`src/supply_monitor_cfg.svh`:
```
// constants for the supply monitor and sequencer
// assumes byte-wide register port at documented offsets
`ifndef SUPPLY_MONITOR_CFG_SVH
`define SUPPLY_MONITOR_CFG_SVH
`define SUPPLY_IRQ_EN_OFFSET    8'h04
`define SUPPLY_STATUS_OFFSET    8'h05
`define SUPPLY_IRQ_EN_RESET     8'h00
`define SUPPLY_STATUS_RESET     8'h00
`define BIT_REG_OVERVOLT        4
`define BIT_REG_HOT             3
`define BIT_HIGHSIDE_HIGH       2
`define BIT_MAIN_LOW            1
`define BIT_BATTERY_LOW         0
`define SUPPLY_FIELD_MASK       8'h1F
`endif

```
`src/supply_monitor_pkg.sv`:
```
// types for the supply monitor and sequencer
// shared by the flag latch and the top module
package supply_monitor_pkg;
    // one bit per warning source, bit order as in the registers
    typedef struct packed {
        logic regulator_overvolt;
        logic regulator_hot;
        logic highside_supply_high;
        logic main_supply_low;
        logic battery_low;
    } warn_vec_t;

    typedef enum logic [3:0] {
        SEQ_OFF      = 4'h1,
        SEQ_CORE_UP  = 4'h2,
        SEQ_RUN      = 4'h4,
        SEQ_DISCHG   = 4'h8
    } seq_state_t;
endpackage

```
`src/supply_flag_latch.sv`:
```
// sticky interrupt flags for the five warning sources
// assumes conditions are already synchronised to mclk
`timescale 1ns/1ps
module supply_flag_latch
    import supply_monitor_pkg::*;
(
    input  wire logic      mclk,
    input  wire logic      sys_rst,
    input  wire warn_vec_t cond,
    input  wire logic      clear,
    output warn_vec_t      flags
);
    warn_vec_t cond_prev_q;
    warn_vec_t flags_q;

    // previous condition level for rising edge detection
    always_ff @(posedge mclk) begin
        if (sys_rst) begin
            cond_prev_q <= '0;
        end else begin
            cond_prev_q <= cond;
        end
    end

    // set wins over a clear in the same cycle so no event is lost
    always_ff @(posedge mclk) begin
        if (sys_rst) begin
            flags_q <= '0;
        end else begin
            flags_q <= (clear ? warn_vec_t'('0) : flags_q) | (cond & ~cond_prev_q);
        end
    end

    assign flags = flags_q;
endmodule // supply_flag_latch

```
`src/supply_monitor_sequencer.sv`:
```
// supply sequencer and warning register block of the analog die
// assumes comparator outputs are asynchronous; register port is same-clock byte bus
`timescale 1ns/1ps
`include "supply_monitor_cfg.svh"
module supply_monitor_sequencer
    import supply_monitor_pkg::*;
(
    input  wire logic       mclk,
    input  wire logic       sys_rst,
    input  wire logic       io_supply_ok,
    input  wire logic       core_supply_ok,
    input  wire warn_vec_t  warn_raw,
    input  wire logic       normal_mode,
    input  wire logic [7:0] reg_addr,
    input  wire logic       reg_wr,
    input  wire logic       reg_rd,
    input  wire logic [7:0] reg_wdata,
    input  wire logic       irq_ack,
    output logic [7:0]      reg_rdata,
    output logic            core_reg_en,
    output logic            core_discharge,
    output logic            die_reset_n,
    output logic            combined_supply_irq,
    output logic            die_link_irq_out
);
    logic       io_ok_s1_q;
    logic       io_ok_q;
    logic       core_ok_s1_q;
    logic       core_ok_q;
    warn_vec_t  warn_s1_q;
    warn_vec_t  warn_q;
    seq_state_t state_q;
    logic [7:0] irq_en_q;
    logic [7:0] rdata_q;
    logic       link_irq_q;
    warn_vec_t  flags;
    warn_vec_t  gated;
    logic       status_rd;

    // two-stage synchronisers for all analog comparator outputs
    always_ff @(posedge mclk) begin
        if (sys_rst) begin
            io_ok_s1_q   <= 1'b0;
            io_ok_q      <= 1'b0;
            core_ok_s1_q <= 1'b0;
            core_ok_q    <= 1'b0;
            warn_s1_q    <= '0;
            warn_q       <= '0;
        end else begin
            io_ok_s1_q   <= io_supply_ok;
            io_ok_q      <= io_ok_s1_q;
            core_ok_s1_q <= core_supply_ok;
            core_ok_q    <= core_ok_s1_q;
            warn_s1_q    <= warn_raw;
            warn_q       <= warn_s1_q;
        end
    end

    // power sequencing; io supply loss overrides SEQ_CORE_UP and SEQ_RUN, sending both to SEQ_DISCHG
    always_ff @(posedge mclk) begin
        if (sys_rst) begin
            state_q <= SEQ_OFF;
        end else begin
            case (state_q)
                SEQ_OFF: begin
                    if (io_ok_q) state_q <= SEQ_CORE_UP;
                end
                SEQ_CORE_UP: begin
                    if (!io_ok_q) state_q <= SEQ_DISCHG;
                    else if (core_ok_q) state_q <= SEQ_RUN;
                end
                SEQ_RUN: begin
                    if (!io_ok_q) state_q <= SEQ_DISCHG;
                end
                SEQ_DISCHG: begin
                    // core kept pulled low until the io supply returns
                    if (io_ok_q) state_q <= SEQ_CORE_UP;
                end
                default: state_q <= SEQ_OFF;
            endcase
        end
    end

    // sequencer outputs decoded straight from the one-hot state
    assign core_reg_en    = (state_q == SEQ_CORE_UP) || (state_q == SEQ_RUN);
    assign core_discharge = (state_q == SEQ_DISCHG);
    assign die_reset_n    = (state_q == SEQ_RUN);

    // enable register write; upper bits are not stored
    always_ff @(posedge mclk) begin
        if (sys_rst) begin
            irq_en_q <= `SUPPLY_IRQ_EN_RESET;
        end else if (reg_wr && reg_addr == `SUPPLY_IRQ_EN_OFFSET) begin
            irq_en_q <= reg_wdata & `SUPPLY_FIELD_MASK;
        end
    end

    assign status_rd = reg_rd && (reg_addr == `SUPPLY_STATUS_OFFSET);

    // sticky flags, cleared by any status read
    supply_flag_latch u_flags (
        .mclk    (mclk),
        .sys_rst (sys_rst),
        .cond    (warn_q),
        .clear   (status_rd),
        .flags   (flags)
    );

    // per-source gating by the enable bits
    assign gated.regulator_overvolt   = flags.regulator_overvolt
                                        & irq_en_q[`BIT_REG_OVERVOLT];
    assign gated.regulator_hot        = flags.regulator_hot
                                        & irq_en_q[`BIT_REG_HOT];
    assign gated.highside_supply_high = flags.highside_supply_high
                                        & irq_en_q[`BIT_HIGHSIDE_HIGH];
    assign gated.main_supply_low      = flags.main_supply_low
                                        & irq_en_q[`BIT_MAIN_LOW];
    assign gated.battery_low          = flags.battery_low
                                        & irq_en_q[`BIT_BATTERY_LOW];
    assign combined_supply_irq        = |gated;

    // read data registered; status shows live conditions, not flags
    always_ff @(posedge mclk) begin
        if (sys_rst) begin
            rdata_q <= 8'h00;
        end else if (reg_rd) begin
            if (reg_addr == `SUPPLY_IRQ_EN_OFFSET) begin
                rdata_q <= irq_en_q;
            end else if (reg_addr == `SUPPLY_STATUS_OFFSET) begin
                rdata_q <= {3'h0, warn_q};
            end else begin
                rdata_q <= 8'h00;
            end
        end
    end
    assign reg_rdata = rdata_q;

    // link interrupt: set in normal mode, held until acknowledged or normal mode ends; set wins
    always_ff @(posedge mclk) begin
        if (sys_rst) begin
            link_irq_q <= 1'b0;
        end else if (combined_supply_irq && normal_mode) begin
            link_irq_q <= 1'b1;
        end else if (irq_ack || !normal_mode) begin
            link_irq_q <= 1'b0;
        end
    end
    assign die_link_irq_out = link_irq_q;
endmodule // supply_monitor_sequencer

```
`config.mk`:
```
export PLATFORM = sky130hd
export DESIGN_NAME = supply_monitor_sequencer
export DESIGN_NICKNAME = d
export VERILOG_FILES = /design/src/supply_monitor_pkg.sv /design/src/supply_flag_latch.sv /design/src/supply_monitor_sequencer.sv
export VERILOG_INCLUDE_DIRS = /design/src
export SDC_FILE = /design/constraint.sdc
export NUM_CORES = 1
export LEC_CHECK = 0
export BUFFER_PORTS_ARGS = -buffer_cell sky130_fd_sc_hd__buf_2
export CORE_MARGIN = 10
export CORE_UTILIZATION = 40
export DETAILED_ROUTE_END_ITERATION = 8
export PLACE_DENSITY = 0.71
export SLEW_MARGIN = 20
export SYNTH_ARGS = -nofsm -noshare
export SYNTH_HDL_FRONTEND = slang
export SYNTH_SLANG_ARGS = --single-unit
```
`constraint.sdc`:
```
create_clock -name mclk -period 4.2 [get_ports mclk]
set_clock_uncertainty 0.1 [all_clocks]
set_input_delay 0.84 -clock mclk [delete_from_list [all_inputs] [get_ports mclk]]
set_output_delay 0.84 -clock mclk [all_outputs]
set_load 0.005 [all_outputs]
```
==> results.py, run 1 <==
metrics = {
    "run_status": {
        "outcome": "finished, final reports clean",
    },
    "clock_network": {
        "cts_max_path_buffers": 2,
        "clk_latency_ns": 0.28,
        "cts_htree_levels": 2,
        "cts_tree": "yes",
        "path_clk_slew_ns": 0.07,
        "cts.sinks": 39,
        "cts_setup_buffers": 0,
        "holdBufCountCts": 0,
        "cts_buffers": 5,
        "cts_resized": 0,
        "cts-root-buf": "clkbuf_8",
    },
    "drt": {
        "route.detailed.drc": 0,
        "wl_per_cell_um": 12.81,
        "drt-pass1-iter-count": 4,
        "drt-initial-drc-count": 89,
        "ant_nets": 0,
        "viasPerCell": 4.790,
        "routed_wl_um": 2933,
        "dr_total_vias": 1097,
    },
    "cells_and_area": {
        "drive_above_1_share_pct": 27.07,
        "area_growth_pct": 17.89,
        "register_area_sq_um": 780.7,
        "fill_cells": 344,
        "fin_nets": 210,
        "fin_cells": 229,
        "multi_input_area_sq_um": 669.4,
        "fin_util_pct": 49.19,
        "antenna_cells": 0,
    },
    "worst_setup_path": {
        "start_kind": "flop",
        "reg2reg_slack_ns": 2.77,
        "critPathArrivalTime_ns": 1.30,
        "cp_max_fo": 3,
        "worst_setup_path_end_kind": "primary output",
        "required_ns": 3.26,
        "path_class": "reg2out",
    },
    "timing": {
        "rsz0062_at_grt": "false",
        "fin_crit_ns": 2.241,
        "slew_violations": 0,
        "hold_slack_ns": 0.3340,
        "worstMarginPinSlew_ns": 0.6672,
        "max-slew-margin-rel_pct": 55.52,
        "fmax_mhz": 446.3,
        "finalSetupTns_ns": 0,
        "post-route-period-util_pct": 53.35,
        "finalSetupViolations": 0,
        "hold_violations": 0,
    },
    "place": {
        "place_hpwl_um": 2250,
        "place_inst": 222,
        "portBuffers": 35,
        "gp_routability_congestion": 0.7995,
    },
    "synth": {
        "synth_area_sq_um": 1539,
        "synth_seq_area_share_pct": 50.73,
        "synth_cell_types": 36,
        "synth_area_leaders": "dfxtp_1 51%, nand2b_1 7.7%, nor2b_1 6.1%",
        "yosys.area.top_type": "dfxtp_1",
        "ys_seq_elements": 39,
        "ys_warn_count": 0,
        "synth_top_area_share_pct": 50.73,
        "synthCells": 150,
        "syn_area_per_cell_sq_um": 10.26,
    },
    "flow_run": {
        "drv_cap": 0,
    },
    "die": {
        "die_x_um": 82.03,
        "dieArea_sq_um": 6728,
        "coreArea_sq_um": 3689,
        "rows": 22,
        "ioPinCount": 42,
        "die_y_um": 82.03,
        "start_util_pct": 41.72,
    },
    "pwr": {
        "p_leak_nw": 0.7504,
        "p_per_area_nw_per_um2": 395.8,
        "ir_drop_mv": 0.2389,
    },
    "worst_hold_path": {
        "hold_class": "reg2reg",
    },
    "global_route": {
        "antenna_found_initial": 0,
        "grt_pass1_vias": 1065,
        "globalRoute.totalOverflow": 0,
        "grt_max_degree": 49,
        "grt_pass1_wl_um": 4781,
        "grt_use_total_pct": 9.119,
    },
}
worst max-delay path, stage by stage, from the launching register on:
cell and delay (ns):
dfxtp_1 0.33, a222oi_1 0.43, nand2_1 0.10, buf_2 0.15
cells by family (layout without fill, tap and decap cells):
| group | Yosys count | count (layout) | synth area share [%] |
|---|---|---|---|
| AND/OR/NAND/NOR | 61 | 61 | 25.53 |
| flip-flops | 39 | 39 | 50.73 |
| buffers and inverters | 20 | 49 | 6.261 |
| AO/OA/AOI/OAI | 18 | 18 | 9.756 |
| multiplexers | 10 | 10 | 6.910 |
| other | 1 | 3 | 0.2437 |
| XOR/XNOR | 1 | 1 | 0.5692 |
cells in the final DEF (no fill, tap or decap), types with 2 or more instances in the layout:
master,n
dfxtp_1,39
o32ai_1,5
buf_2,35
nor2_1,10
nor3_1,3
nor2b_1,15
clkbuf_8,5
nor4b_4,2
conb_1,3
nand2b_1,19
mux2_2,5
mux2i_1,5
a32oi_1,4
inv_1,7
nand2_1,3
report_power, final:
part           leakage (nW)  switching (mW)  internal (mW)
logic                 0.381          0.0188         0.0214
registers             0.318         0.00545          0.381
clock network        0.0513           0.118          0.174
total                 0.750           0.142          0.576
layout make-up:
class / instances / share of cell area [%]
Multi-Input combinational cell: 93 / 36.90
Timing Repair Buffer: 35 / 9.655
Clock inverter: 1 / 1.655
Clock buffer: 6 / 4.000
Inverter: 7 / 1.448
Tap cell: 48 / 3.310
Sequential cell: 39 / 43.03
Yosys cell counts (all sizes together):
| master | count |
|---|---|
| dfxtp | 39 |
| nand2b | 19 |
| nor2b | 15 |
| nor2 | 10 |
| clkbuf | 7 |
| inv | 7 |
| buf | 6 |
| mux2 | 5 |
| mux2i | 5 |
| o32ai | 5 |
| a32oi | 4 |
| nand2 | 3 |
| nor3 | 3 |
| nor4b | 3 |
| a2111oi | 1 |
| a211oi | 1 |
| a21oi | 1 |
| a222oi | 1 |
| a22oi | 1 |
| a311oi | 1 |
| and3 | 1 |
| and4b | 1 |
| conb | 1 |
| nand3 | 1 |
| nand3b | 1 |
| nor3b | 1 |
| nor4 | 1 |
| o21a | 1 |
| o21bai | 1 |
| o31a | 1 |
| or3b | 1 |
| or4 | 1 |
| xnor2 | 1 |
metrics by stage:
step	power [mW]	cell area [sq um]	worst slack, ns
after detailed placement	0.4352	1712	1.931
after global routing	0.7526	1814	1.811
final	0.7180	1814	1.959
after floorplan	0.4201	1546	2.312
after global placement	0.4329	1712	1.975
after CTS	0.7237	1814	1.974
routing by layer:
metal  global-route usage (%)  routed length, um
met4                    4.592                 53
met2                    13.56               1397
met3                    4.694                212
met1                    10.54               1270
met5                        0                  0
final timing paths:
path / startpoint / end / cells after the start
worst min-delay path: u_flags.cond_prev_q[2] / u_flags.flags[2] / 1
worst max-delay path: irq_en_q[0] / combined_supply_irq / 3
worst max register to register: state_q[3] / state_q[0] / 3
worst min register to register: u_flags.cond_prev_q[2] / u_flags.flags[2] / 1
sequential cells by signal, indices dropped and copies added, names as in the netlist, 4 cells and up:
signal	count
irq_en_q	5
reg_rdata	5
state_q	4
u_flags.cond_prev_q	5
u_flags.flags	5
warn_q	5
warn_s1_q	5
Power figures use the tool's default switching activity.
==> run 2: changes to the inputs <==
Settings changed: PLACE_DENSITY 0.71 to 0.73.
Clock period 4.2 ns to 2 ns, I/O delays scaled along.
==> results.py, run 2 (synthesis gave the netlist of run 1 again) <==
metrics = {
    "cells_and_area": {
        "fill_cells": 354,
        "final_cell_mix": "39 x dfxtp_1, 35 x buf_2, 19 x nand2b_1",
        "final_area_sq_um": 1844,
        "antenna_cells": 0,
        "area_growth_pct": 19.84,
        "final_common_cell": "dfxtp_1",
        "drive_above_1_share_pct": 28.80,
        "fin_cells": 232,
        "fin_nets": 212,
    },
    "worst_setup_path": {
        "crit_path_max_incr_delay_ns": 0.42,
        "required_ns": 1.50,
        "ff2ff_path_depth": 3,
        "start_kind": "flop",
        "worst_setup_path_end_kind": "primary output",
        "cp_max_fo": 3,
        "cp_slowest_cell": "a222oi_1",
        "path_class": "reg2out",
        "critPathArrivalTime_ns": 1.27,
        "path_cells": "a222oi_1 -> nand2_1 -> buf_2",
    },
    "clock_network": {
        "cts_resized": 0,
        "cts_buffers": 5,
        "cts_htree_levels": 2,
        "path_clk_slew_ns": 0.07,
        "cts-root-buf": "clkbuf_8",
        "holdBufCountCts": 0,
        "cts_tree": "yes",
        "cts.sinks": 39,
        "cts_max_path_buffers": 2,
        "cts_setup_buffers": 0,
        "clk_latency_ns": 0.28,
    },
    "drt": {
        "drt-initial-drc-count": 92,
        "viasPerCell": 4.724,
        "ant_nets": 0,
        "routed_wl_um": 2838,
        "route.detailed.drc": 0,
        "dr_total_vias": 1096,
        "drt-pass1-iter-count": 4,
        "wl_per_cell_um": 12.23,
    },
    "die": {
        "dieArea_sq_um": 6728,
        "die_y_um": 82.03,
        "start_util_pct": 41.72,
        "die_x_um": 82.03,
        "rows": 22,
        "ioPinCount": 42,
        "coreArea_sq_um": 3689,
    },
    "global_route": {
        "use_met3_pct": 4.913,
        "use_met2_pct": 12.77,
        "grtUsageMet1_pct": 10.25,
        "grt_pass1_vias": 1018,
        "antenna_found_initial": 0,
        "grt_use_total_pct": 8.906,
        "busiest_layer": "met2",
        "grt_pass1_wl_um": 4588,
        "grt_max_degree": 48,
        "globalRoute.totalOverflow": 0,
    },
    "timing": {
        "hold_violations": 0,
        "rsz0062_at_grt": "false",
        "slew_violations": 0,
        "fmax_mhz": 566.4,
        "post-route-period-util_pct": 88.28,
        "finalSetupViolations": 0,
        "finalSetupTns_ns": 0,
        "fin_crit_ns": 1.766,
    },
    "run_status": {
        "outcome": "finished, final reports clean",
    },
    "place": {
        "placed_cell_area_sq_um": 1727,
        "gp_routability_congestion": 0.7166,
        "place_hpwl_um": 2101,
        "portBuffers": 35,
        "place_inst": 224,
    },
    "worst_hold_path": {
        "worstHoldPathCells": 2,
        "hold_class": "in2reg",
    },
    "pwr": {
        "p_per_area_nw_per_um2": 840.3,
        "p_int_mw": 1.249,
        "pwr-share-comb_pct": 5.6,
        "p_sw_share_pct": 19.37,
        "p_clk_share_pct": 42.1,
        "p_leak_nw": 0.7705,
        "ir_drop_mv": 0.5620,
        "p_switching_mw": 0.3002,
        "pwr-share-seq_pct": 52.3,
    },
    "flow_run": {
        "drv_cap": 0,
    },
}
run 2: cell types whose count changed in the layout (fill, tap and decap cells not counted):
cell / before / now
clkinv_2: 0 / 1
clkbuf_8: 5 / 6
buf_4: 0 / 2
clkbuf_1: 1 / 0
run 2: final timing paths:
kind / end / start / slack [ns]
hold reg to reg: state_q[3] / io_ok_q / 0.32
hold / removal: warn_s1_q[0] / warn_raw[0] / 0.23
setup / recovery: combined_supply_irq / irq_en_q[0] / 0.23
setup reg to reg: state_q[0] / state_q[3] / 0.59
run 2: layer usage:
metal / part of all wire (%) / vias up / routed length [um]
met5: 0 / - / 0
met4: 1.3 / 0 / 38
met3: 7.7 / 2 / 219
met2: 48 / 24 / 1351
met1: 43 / 499 / 1229
li1: - / 571 / -
run 2: metrics by stage:
| step | util, % | setup WS [ns] | hold slack, ns | total power, mW |
|---|---|---|---|---|
| 2_1_floorplan | - | 0.5522 | 0.2990 | 0.8822 |
| 3_3_place_gp | 46.81 | 0.4183 | 0.3076 | 0.9131 |
| 3_5_place_dp | 46.81 | 0.4003 | 0.3126 | 0.9153 |
| 4_1_cts | 50.00 | 0.2051 | 0.2137 | 1.574 |
| 5_1_grt | 50.00 | 0.05608 | 0.2177 | 1.619 |
| 6_report | 50.00 | 0.2345 | 0.2253 | 1.550 |
run 2: area by class of cell:
| cell class | count | area (sq um) | share of cell area, % |
|---|---|---|---|
| multi-input cells | 93 | 669.4 | 36.30 |
| flip-flops and latches | 39 | 780.7 | 42.33 |
| well taps | 48 | 60.06 | 3.256 |
| repair buffers | 37 | 190.2 | 10.31 |
| inverters | 7 | 26.28 | 1.425 |
| clock inverters | 2 | 35.03 | 1.900 |
| clock buffers | 6 | 82.58 | 4.478 |
run 2: worst max-delay path, delay by kind of cell (launching register included):
kind                   cells  cell delay [ns]
AOI/OAI and AO/OA          1             0.42
and+or+nand+nor            1             0.08
buffers and inverters      1             0.14
DFF                        1             0.33
run 2: power by group through the flow:
stage	logic, mW	registers [mW]	clock network, mW
floorplan	0.0593	0.823	0
CTS	0.0871	0.811	0.676
global placement	0.0857	0.827	0
global route	0.0977	0.813	0.708
detailed placement	0.0866	0.829	0
finish	0.0868	0.811	0.652
